<file path="src/pfh_pkg.sv">
// package for the parallel flash host controller: constants and carriers
// assumes a 100 MHz mclk and a byte-wide flash with active-low strobes
package pfh_pkg;

	// ------------------------------------------------------------
	// geometry
	// ------------------------------------------------------------
	localparam int ADDR_W    = 15;
	localparam int PAGE_BYTES = 64;
	localparam int BYTE_W    = 6;
	localparam int POLL_BIT  = 7;
	localparam int ALT_BIT   = 6;

	// ------------------------------------------------------------
	// timing, cycles of a 10 ns mclk
	// ------------------------------------------------------------
	localparam int CLK_NS        = 10;
	localparam int PULSE_NS      = 90;   // least write pulse, well above the filter
	localparam int PULSE_HIGH_NS = 100;  // least strobe high between loads
	localparam int READ_NS       = 250;  // slowest grade access time
	localparam int LOAD_GAP_US   = 150;  // longest gap between byte loads
	localparam int POWER_UP_US   = 5000; // power-on program lockout
	localparam int PROG_US       = 10000;
	localparam int PULSE_CYC  = (PULSE_NS + CLK_NS - 1) / CLK_NS;
	localparam int HIGH_CYC   = (PULSE_HIGH_NS + CLK_NS - 1) / CLK_NS;
	localparam int READ_CYC   = (READ_NS + CLK_NS - 1) / CLK_NS + 2;
	localparam int GAP_CYC    = LOAD_GAP_US * 1000 / CLK_NS;
	localparam int POWER_CYC  = POWER_UP_US * 1000 / CLK_NS;
	localparam int PROG_CYC   = PROG_US * 1000 / CLK_NS;
	localparam int TMR_W      = 24;

	// six-byte chip erase codes, address then data
	localparam logic [ADDR_W-1:0] ERASE_ADDR [6] = '{15'h5555, 15'h2aaa, 15'h5555,
		15'h5555, 15'h2aaa, 15'h5555};
	localparam logic [7:0] ERASE_DATA [6] = '{8'haa, 8'h55, 8'h80, 8'haa, 8'h55, 8'h10};

	// reset values of the pins
	localparam logic STROBE_IDLE = 1'b1;

	// ------------------------------------------------------------
	// carriers
	// ------------------------------------------------------------
	typedef enum logic [1:0] {
		PFH_OP_READ  = 2'b00,
		PFH_OP_WRITE = 2'b01,
		PFH_OP_ERASE = 2'b10,
		PFH_OP_ID    = 2'b11
	} pfh_op_t;

	typedef struct packed {
		pfh_op_t             op;
		logic [ADDR_W-1:0]   addr;
		logic [7:0]          data;
		logic                last;  // closes the page after this byte
	} pfh_req_t;

	typedef struct packed {
		logic                ce_n;
		logic                oe_n;
		logic                we_n;
		logic                hv_oe;  // output enable raised to erase level
		logic                hv_id;  // id trigger line raised to high level
		logic [ADDR_W-1:0]   addr;
		logic [7:0]          dout;
		logic                doe;
	} pfh_pins_t;

endpackage : pfh_pkg

</file>
<file path="src/pfh_sync.sv">
// two flip-flop synchroniser for the byte coming back from the flash
// assumes the flash data pins are asynchronous to mclk
`timescale 1ns/1ns
module pfh_sync #(
	parameter int W = 8
) (
	input  wire logic         mclk,
	input  wire logic         nrst,
	input  wire logic [W-1:0] d,
	output logic      [W-1:0] q
);
	logic [W-1:0] meta_reg;
	logic [W-1:0] q_reg;

	// ------------------------------------------------------------
	// first stage feeds only the second
	// ------------------------------------------------------------
	always_ff @(posedge mclk or negedge nrst)
		if (!nrst)
		begin
			meta_reg <= '0;
			q_reg    <= '0;
		end
		else
		begin
			meta_reg <= d;
			q_reg    <= meta_reg;
		end

	assign q = q_reg;
endmodule : pfh_sync

</file>
<file path="src/pfh_host.sv">
// host controller that drives a byte-wide parallel flash through its pins
// assumes one request at a time on req_valid/req_ready, pins sampled via pfh_sync
`timescale 1ns/1ns
module pfh_host #(
	parameter int POWER_WAIT = pfh_pkg::POWER_CYC,
	parameter int LOAD_GAP   = pfh_pkg::GAP_CYC,
	parameter int PROG_MAX   = pfh_pkg::PROG_CYC
) (
	input  wire logic              mclk,
	input  wire logic              nrst,
	input  wire logic              req_valid,
	input  wire pfh_pkg::pfh_req_t req,
	output logic                   req_ready,
	output logic                   rsp_valid,
	output logic [7:0]             rsp_data,
	output logic                   rsp_timeout,
	output logic                   flash_ce_n,
	output logic                   flash_oe_n,
	output logic                   flash_we_n,
	output logic                   flash_hv_oe,
	output logic                   flash_hv_id,
	output logic [pfh_pkg::ADDR_W-1:0] flash_addr,
	output logic [7:0]             flash_dq_o,
	output logic                   flash_dq_oe,
	input  wire logic [7:0]        flash_dq_i
);
	import pfh_pkg::*;

	typedef enum logic [3:0] {
		ST_POWER = 4'b0000,
		ST_IDLE  = 4'b0001,
		ST_WLOW  = 4'b0010,
		ST_WHIGH = 4'b0011,
		ST_GAP   = 4'b0100,
		ST_RLOW  = 4'b0101,
		ST_RHIGH = 4'b0110,
		ST_POLL  = 4'b0111,
		ST_HVERA = 4'b1000,
		ST_DONE  = 4'b1001
	} pfh_state_t;

	pfh_state_t         state_reg, state_next;
	pfh_pins_t          pins_reg, pins_next;
	logic [TMR_W-1:0]   tmr_reg, tmr_next;      // phase timer
	logic [TMR_W-1:0]   busy_reg, busy_next;    // program watchdog
	logic [7:0]         last_reg, last_next;    // last byte loaded
	logic [7:0]         prev_reg, prev_next;    // previous poll read
	logic               first_reg, first_next;  // first poll read pending
	logic [2:0]         seq_reg, seq_next;      // erase code index
	logic               erase_reg, erase_next;
	logic               rd_op_reg, rd_op_next;  // chip erase codes going out
	logic               ready_reg, ready_next;
	logic               rv_reg, rv_next;
	logic               to_reg, to_next;
	logic [7:0]         rd_reg, rd_next;
	logic [7:0]         dq_s;

	// flash data returns asynchronously, so it is synchronised first
	pfh_sync #(.W(8)) u_sync (
		.mclk (mclk),
		.nrst (nrst),
		.d    (flash_dq_i),
		.q    (dq_s)
	);

	// ------------------------------------------------------------
	// next-state logic for pins and sequencing
	// ------------------------------------------------------------
	always_comb
	begin
		state_next = state_reg;
		pins_next  = pins_reg;
		tmr_next   = tmr_reg + TMR_W'(1);
		busy_next  = busy_reg;
		last_next  = last_reg;
		prev_next  = prev_reg;
		first_next = first_reg;
		seq_next   = seq_reg;
		erase_next = erase_reg;
		rd_op_next = rd_op_reg;
		ready_next = 1'b0;
		rv_next    = 1'b0;
		to_next    = 1'b0;
		rd_next    = rd_reg;
		case (state_reg)
			// no program attempt before the power-on lockout ends
			ST_POWER:
				if (tmr_reg >= TMR_W'(POWER_WAIT))
				begin
					state_next = ST_IDLE;
					ready_next = 1'b1;
				end
			ST_IDLE:
			begin
				ready_next = 1'b1;
				tmr_next   = '0;
				// select high with strobes high parks the flash in standby
				pins_next.ce_n = STROBE_IDLE;
				pins_next.doe  = 1'b0;
				if (req_valid && ready_reg)
				begin
					ready_next       = 1'b0;
					pins_next.addr   = req.addr;
					pins_next.hv_id  = 1'b0;
					case (req.op)
						PFH_OP_WRITE:
						begin
							// oe high before we falls; address valid on that edge
							pins_next.ce_n = 1'b0;
							pins_next.oe_n = 1'b1;
							pins_next.we_n = 1'b0;
							pins_next.dout = req.data;
							pins_next.doe  = 1'b1;
							last_next      = req.data;
							erase_next     = req.last;
							state_next     = ST_WLOW;
						end
						PFH_OP_ERASE:
						begin
							seq_next       = '0;
							pins_next.addr = ERASE_ADDR[0];
							pins_next.dout = ERASE_DATA[0];
							pins_next.ce_n = 1'b0;
							pins_next.oe_n = 1'b1;
							pins_next.we_n = 1'b0;
							pins_next.doe  = 1'b1;
							last_next      = 8'hff;
							erase_next     = 1'b1;
							rd_op_next     = 1'b1;   // only a real erase walks the codes
							state_next     = ST_WLOW;
						end
						PFH_OP_ID:
						begin
							pins_next.ce_n  = 1'b0;
							pins_next.oe_n  = 1'b0;
							pins_next.hv_id = 1'b1;
							pins_next.addr  = {{(ADDR_W-1){1'b0}}, req.addr[0]};
							state_next      = ST_RLOW;
						end
						default:
						begin
							pins_next.ce_n = 1'b0;
							pins_next.oe_n = 1'b0;
							state_next     = ST_RLOW;
						end
					endcase
				end
			end
			// hold the write pulse well past the glitch filter
			ST_WLOW:
				if (tmr_reg >= TMR_W'(PULSE_CYC - 1))
				begin
					pins_next.we_n = 1'b1;
					pins_next.ce_n = 1'b1;
					tmr_next       = '0;
					state_next     = ST_WHIGH;
				end
			ST_WHIGH:
				if (tmr_reg >= TMR_W'(HIGH_CYC - 1))
				begin
					pins_next.doe = 1'b0;
					tmr_next      = '0;
					// a page byte that happens to match the first code must not start erase
					if ((seq_reg != 3'd0 && seq_reg < 3'd5) || (rd_op_reg && seq_reg == 3'd0))
					begin
						// next erase code byte follows at once
						seq_next       = seq_reg + 3'd1;
						pins_next.addr = ERASE_ADDR[seq_reg + 3'd1];
						pins_next.dout = ERASE_DATA[seq_reg + 3'd1];
						pins_next.ce_n = 1'b0;
						pins_next.we_n = 1'b0;
						pins_next.doe  = 1'b1;
						state_next     = ST_WLOW;
					end
					else if (erase_reg)
						state_next = ST_GAP;
					else
					begin
						// page stays open: host sends the next byte quickly
						ready_next = 1'b1;
						state_next = ST_GAP;
					end
				end
			// load window; each next load must arrive before the gap expires
			ST_GAP:
			begin
				ready_next = !erase_reg;
				if (req_valid && ready_reg && req.op == PFH_OP_WRITE)
				begin
					ready_next     = 1'b0;
					pins_next.addr = req.addr;
					pins_next.dout = req.data;
					pins_next.ce_n = 1'b0;
					pins_next.we_n = 1'b0;
					pins_next.doe  = 1'b1;
					last_next      = req.data;
					erase_next     = req.last;
					tmr_next       = '0;
					state_next     = ST_WLOW;
				end
				else if (erase_reg || tmr_reg >= TMR_W'(LOAD_GAP - 1))
				begin
					// window closed: internal programming runs; unloaded bytes go to ff
					ready_next = 1'b0;
					busy_next  = '0;
					first_next = 1'b1;
					seq_next   = '0;
					tmr_next   = '0;
					state_next = ST_POLL;
				end
			end
			ST_RLOW:
				if (tmr_reg >= TMR_W'(READ_CYC))
				begin
					rd_next        = dq_s;
					pins_next.ce_n = 1'b1;
					pins_next.oe_n = 1'b1;
					pins_next.hv_id = 1'b0;
					rv_next        = 1'b1;
					tmr_next       = '0;
					state_next     = ST_DONE;
				end
			// poll by repeated reads until bit 7 true and bit 6 steady
			ST_POLL:
			begin
				busy_next = busy_reg + TMR_W'(1);
				if (tmr_reg == TMR_W'(1))
				begin
					pins_next.ce_n = 1'b0;
					pins_next.oe_n = 1'b0;
				end
				else if (tmr_reg == TMR_W'(READ_CYC))
				begin
					pins_next.ce_n = 1'b1;
					pins_next.oe_n = 1'b1;   // oe toggles each read, toggling the status bit
					prev_next      = dq_s;
					first_next     = 1'b0;
					if (!first_reg && dq_s[POLL_BIT] == last_reg[POLL_BIT]
						&& dq_s[ALT_BIT] == prev_reg[ALT_BIT])
					begin
						rd_next    = dq_s;
						rv_next    = 1'b1;
						state_next = ST_DONE;
					end
				end
				else if (tmr_reg >= TMR_W'(READ_CYC + HIGH_CYC))
					tmr_next = '0;
				// a stuck busy is reported rather than hanging the host
				if (busy_reg >= TMR_W'(PROG_MAX + PROG_MAX))
				begin
					to_next    = 1'b1;
					rv_next    = 1'b1;
					rd_next    = dq_s;
					pins_next.ce_n = 1'b1;
					pins_next.oe_n = 1'b1;
					state_next = ST_DONE;
				end
			end
			ST_HVERA:
				state_next = ST_DONE;
			ST_DONE:
			begin
				erase_next = 1'b0;
				rd_op_next = 1'b0;
				ready_next = 1'b1;
				state_next = ST_IDLE;
			end
			default:
				state_next = ST_IDLE;
		endcase
		// high voltage erase is not issued by this controller; pin parked low
		pins_next.hv_oe = 1'b0;
	end

	// ------------------------------------------------------------
	// registers
	// ------------------------------------------------------------
	always_ff @(posedge mclk or negedge nrst)
		if (!nrst)
		begin
			state_reg <= ST_POWER;
			pins_reg  <= '{ce_n: 1'b1, oe_n: 1'b1, we_n: 1'b1, hv_oe: 1'b0, hv_id: 1'b0,
				addr: '0, dout: 8'h00, doe: 1'b0};
			tmr_reg   <= '0;
			busy_reg  <= '0;
			last_reg  <= 8'h00;
			prev_reg  <= 8'h00;
			first_reg <= 1'b0;
			seq_reg   <= 3'd0;
			erase_reg <= 1'b0;
			rd_op_reg <= 1'b0;
			ready_reg <= 1'b0;
			rv_reg    <= 1'b0;
			to_reg    <= 1'b0;
			rd_reg    <= 8'h00;
		end
		else
		begin
			state_reg <= state_next;
			pins_reg  <= pins_next;
			tmr_reg   <= tmr_next;
			busy_reg  <= busy_next;
			last_reg  <= last_next;
			prev_reg  <= prev_next;
			first_reg <= first_next;
			seq_reg   <= seq_next;
			erase_reg <= erase_next;
			rd_op_reg <= rd_op_next;
			ready_reg <= ready_next;
			rv_reg    <= rv_next;
			to_reg    <= to_next;
			rd_reg    <= rd_next;
		end

	assign req_ready   = ready_reg;
	assign rsp_valid   = rv_reg;
	assign rsp_data    = rd_reg;
	assign rsp_timeout = to_reg;
	assign flash_ce_n  = pins_reg.ce_n;
	assign flash_oe_n  = pins_reg.oe_n;
	assign flash_we_n  = pins_reg.we_n;
	assign flash_hv_oe = pins_reg.hv_oe;
	assign flash_hv_id = pins_reg.hv_id;
	assign flash_addr  = pins_reg.addr;
	assign flash_dq_o  = pins_reg.dout;
	assign flash_dq_oe = pins_reg.doe;

	// ------------------------------------------------------------
	// checks
	// ------------------------------------------------------------
	write_oe_high_a: assert property (@(posedge mclk) disable iff (!nrst)
		!flash_we_n |-> flash_oe_n && !flash_dq_oe == 1'b0)
		else $error("write strobe low while output enable low or data not driven");

	no_bus_fight_a: assert property (@(posedge mclk) disable iff (!nrst)
		!flash_oe_n |-> !flash_dq_oe && flash_we_n)
		else $error("host drives data during a read");

	pulse_width_a: assert property (@(posedge mclk) disable iff (!nrst)
		$fell(flash_we_n) |-> !flash_we_n [*8])
		else $error("write pulse shorter than filter margin");

	power_lock_a: assert property (@(posedge mclk) disable iff (!nrst)
		state_reg == ST_POWER |-> flash_we_n)
		else $error("write attempted during power-on lockout");

	data_latch_a: assert property (@(posedge mclk) disable iff (!nrst)
		$rose(flash_we_n) |-> flash_dq_oe && $stable(flash_dq_o))
		else $error("data changed at rising write strobe");

	addr_stable_a: assert property (@(posedge mclk) disable iff (!nrst)
		!flash_we_n && !$fell(flash_we_n) |-> $stable(flash_addr))
		else $error("address moved during write pulse");

	standby_float_a: assert property (@(posedge mclk) disable iff (!nrst)
		state_reg == ST_IDLE && flash_ce_n |-> !flash_dq_oe)
		else $error("data driven in standby");

	done_true_a: assert property (@(posedge mclk) disable iff (!nrst)
		rsp_valid && !rsp_timeout |-> ##1 state_reg == ST_IDLE)
		else $error("host did not return to idle after completion");
endmodule : pfh_host

</file>
<file path="config.mk">
export PLATFORM = sky130hd
export DESIGN_NAME = pfh_host
export DESIGN_NICKNAME = d
export VERILOG_FILES = /design/src/pfh_pkg.sv /design/src/pfh_sync.sv /design/src/pfh_host.sv
export SDC_FILE = /design/constraint.sdc
export NUM_CORES = 1
export LEC_CHECK = 0
export ABC_AREA = 1
export BUFFER_PORTS_ARGS = -buffer_cell sky130_fd_sc_hd__buf_2
export CORE_ASPECT_RATIO = 0.75
export CORE_MARGIN = 2
export CORE_UTILIZATION = 61
export CTS_CLUSTER_SIZE = 8
export DETAILED_ROUTE_END_ITERATION = 12
export PLACE_DENSITY = 0.86
export SETUP_SLACK_MARGIN = 0.02
export SLEW_MARGIN = 0
export SYNTH_ARGS = -nofsm -noshare
export SYNTH_HDL_FRONTEND = slang
export SYNTH_SLANG_ARGS = --single-unit
</file>
<file path="constraint.sdc">
create_clock -name mclk -period 5.8 [get_ports mclk]
set_clock_uncertainty 0.1 [all_clocks]
set_input_delay 1.16 -clock mclk [delete_from_list [all_inputs] [get_ports mclk]]
set_output_delay 1.16 -clock mclk [all_outputs]
set_load 0.02 [all_outputs]
</file>
==> reports/metrics.csv <==
metric;value;unit
post_dp_cell_area;0.00703;mm^2
grt_overflow;0;
synth.avg_cell_area;8.05;um^2
portBuffers;75;
grt_pass1_vias;5440;
numCtsBuffers;17;
fmax;349;MHz
crit_start;req[25];
ys_ff_latch;115;
grt_pass1_wl;26500;um
grt_use_total;28.7;%
synth_top_area_share;42.3;%
clk_pin_slew_worst_paths;0.06;ns
seq_area;0.00288;mm^2
cp-start-kind;primary input;
core_area;0.0105;mm^2
p_leak;3.92;nW
tns;0;ns
die_w;124;um
vias;5800;
finalHoldViolCount;0;
design_area;0.00764;mm^2
vias_per_cell;5.52;
p_per_area;253;mW/mm^2
cts_setup_buffers;0;
min_period_over_period;49.4;%
dp.final_hpwl;10800;um
synthFlopType;dfrtp_1;
synthTopCellsByCount;nand2_1, dfrtp_1, nor2_1;
yosysMostFrequentCell;nand2_1;
worstPathMaxFanout;24;
fillers;773;
die_y;94.3;um
htree_levels;4;
pin_count;77;
crit_top_cell;inv_1;
rsz0062_at_grt;false;
ant_nets;0;
drv_slew;0;
cts_sinks;115;
syn_nets;871;
status;complete, no violations;
postCtsHoldBufs;0;
initial_core_util;63.4;%
clk-insertion-delay-late;0.42;ns
synthCells;823;
dieArea;0.0117;mm^2
grt_max_degree;64;
clock_path_buffers;2;
route.detailed.drc;0;
synth-edff-count;0;
critPathTopFamily;simple AND/OR/NAND/NOR gates;
min_from;u_sync.meta_reg[7]$_DFF_PN0_;
drt-pass1-iter-count;5;
multi_input_area;0.00323;mm^2
drtIter0Drc;525;
antenna_found_initial;0;
hp-class;reg2reg;
crit_path_end_kind;register;
synth_top_cell_by_area;dfrtp_1;
slowest_stage;nand2_1;
ys_seq_area_share;43.5;%
vdd_drop_max;0.199;mV
synthTopCellsByArea;dfrtp_1, nand2_1, nor2_1, inv_1, xor2_1;
routed_wl;15700;um
yosysWarnings;0;
min_period;2.86;ns
insertedDiodeCount;0;
critPathBufInv;5;
drive_gt1_share;20.9;%
crit_required;6.01;ns
cap_viol_max_count;0;
synthArstFlopShare;100;%
cp.arrival;3.07;ns
cts_tree;done;
cts.repair.resized;0;
r2r_start;state_reg[0]$_DFFE_PN0P_;
maxSlewHeadroom;46.1;%
crit_path_max_incr_delay;0.49;ns
critPathKind;in2reg;
area_growth;15.3;%
wl_per_cell;15.0;um
worstMarginPinSlew;0.808;ns
gp_congestion;0.998;
path_cells;buf_2 > inv_1 > ha_1 > inv_1 > nor2_1 > inv_1 > nand2_1 > inv_1 > nand2_1 > nand2_1 > a21oi_1 > nor2_1;
syn-cell-area;0.00663;mm^2
ctsRootBufferMaster;clkbuf_16;
finalNetCount;949;
rows;32;
setup_viol;0;
ys_types;49;
[cells in the final DEF (no fill, tap or decap), types with 2 or more instances in the layout]
| master | instances |
|---|---|
| o22ai_1 | 17 |
| dfstp_2 | 3 |
| o21ai_2 | 19 |
| nor4_1 | 2 |
| o21ai_0 | 32 |
| nand2_1 | 173 |
| a21oi_1 | 40 |
| nand3_1 | 42 |
| o21a_1 | 3 |
| clkinv_4 | 3 |
| nor3_1 | 25 |
| clkbuf_16 | 17 |
| nand3_2 | 2 |
| dfrtp_1 | 112 |
| inv_2 | 6 |
| nor2_2 | 19 |
| nand4_1 | 19 |
| nor2_8 | 2 |
| nor2_1 | 96 |
| inv_6 | 3 |
| clkinv_2 | 3 |
| xnor2_1 | 7 |
| xor2_1 | 29 |
| bufinv_16 | 3 |
| nand3b_1 | 3 |
| buf_4 | 2 |
| inv_1 | 88 |
| ha_1 | 11 |
| clkbuf_1 | 2 |
| o2111ai_1 | 2 |
| nand2_4 | 4 |
| buf_2 | 74 |
| a31oi_1 | 2 |
| clkbuf_8 | 2 |
| nand2_2 | 13 |
| o21ai_1 | 11 |
| nor2_4 | 8 |
[metrics by stage]
step           total power, W  hold slack [ns]  setup slack (ns)  std cells  utilization, %
3_3_place_gp         0.000866            0.232              2.59       1018            67.3
6_report              0.00193            0.243              2.94       1050            73.2
4_1_cts               0.00194            0.245              2.97       1050            73.2
2_1_floorplan        0.000835            0.231              3.22        823               -
3_5_place_dp         0.000867            0.235              2.55       1018            67.3
5_1_grt               0.00199            0.249              2.65       1050            73.2
[cells by family (layout without fill, tap and decap cells)]
group                    count (synthesis)  after routing  share of synthesized area [%]
buffers and inverters                  114            205                           7.87
XOR/XNOR                                36             36                           4.76
other                                    1              1                         0.0566
AND/OR/NAND/NOR                        415            415                           29.9
adder cells (fa/ha/maj)                 11             11                           2.08
AO/OA/AOI/OAI                          131            131                           11.8
flip-flops                             115            115                           43.5
[layout make-up]
cell class	count	area share [%]
Clock buffer	21	6.02
Clock inverter	11	1.98
Inverter	97	4.84
Multi-Input combinational cell	594	42.2
Sequential cell	115	37.7
Tap cell	136	2.23
Timing Repair Buffer	76	5.04
[layer usage]
metal  vias up  routed length, um  track usage [%]
met3        24               1100             7.46
met4         0                216             9.46
met1      2723               7350             40.0
met5         -                  0                0
li1       2840                  -                -
met2       213               7080             44.0
[power by group]
group / switching (W) / internal, W / total, W
sequential: 0.00000202 / 0.000809 / 0.000811
clock: 0.000382 / 0.000700 / 0.00108
combinational: 0.0000285 / 0.0000133 / 0.0000418
total: 0.000413 / 0.00152 / 0.00193
[path summary, 6_finish.rpt]
kind | cells past startpoint | end | slack, ns
max | 12 | busy_reg[5]$_DFFE_PN0P_ | 2.94
min | 0 | u_sync.q[7]$_DFF_PN0_ | 0.24
max reg2reg | 10 | busy_reg[5]$_DFFE_PN0P_ | 3.08
min reg2reg | 0 | u_sync.q[7]$_DFF_PN0_ | 0.24
max in group asynchronous | 2 | last_reg[7]$_DFFE_PN0P_ | 3.73
min in group asynchronous | 1 | tmr_reg[11]$_DFF_PN0_ | 0.73
(Power assumes the default switching activity.)
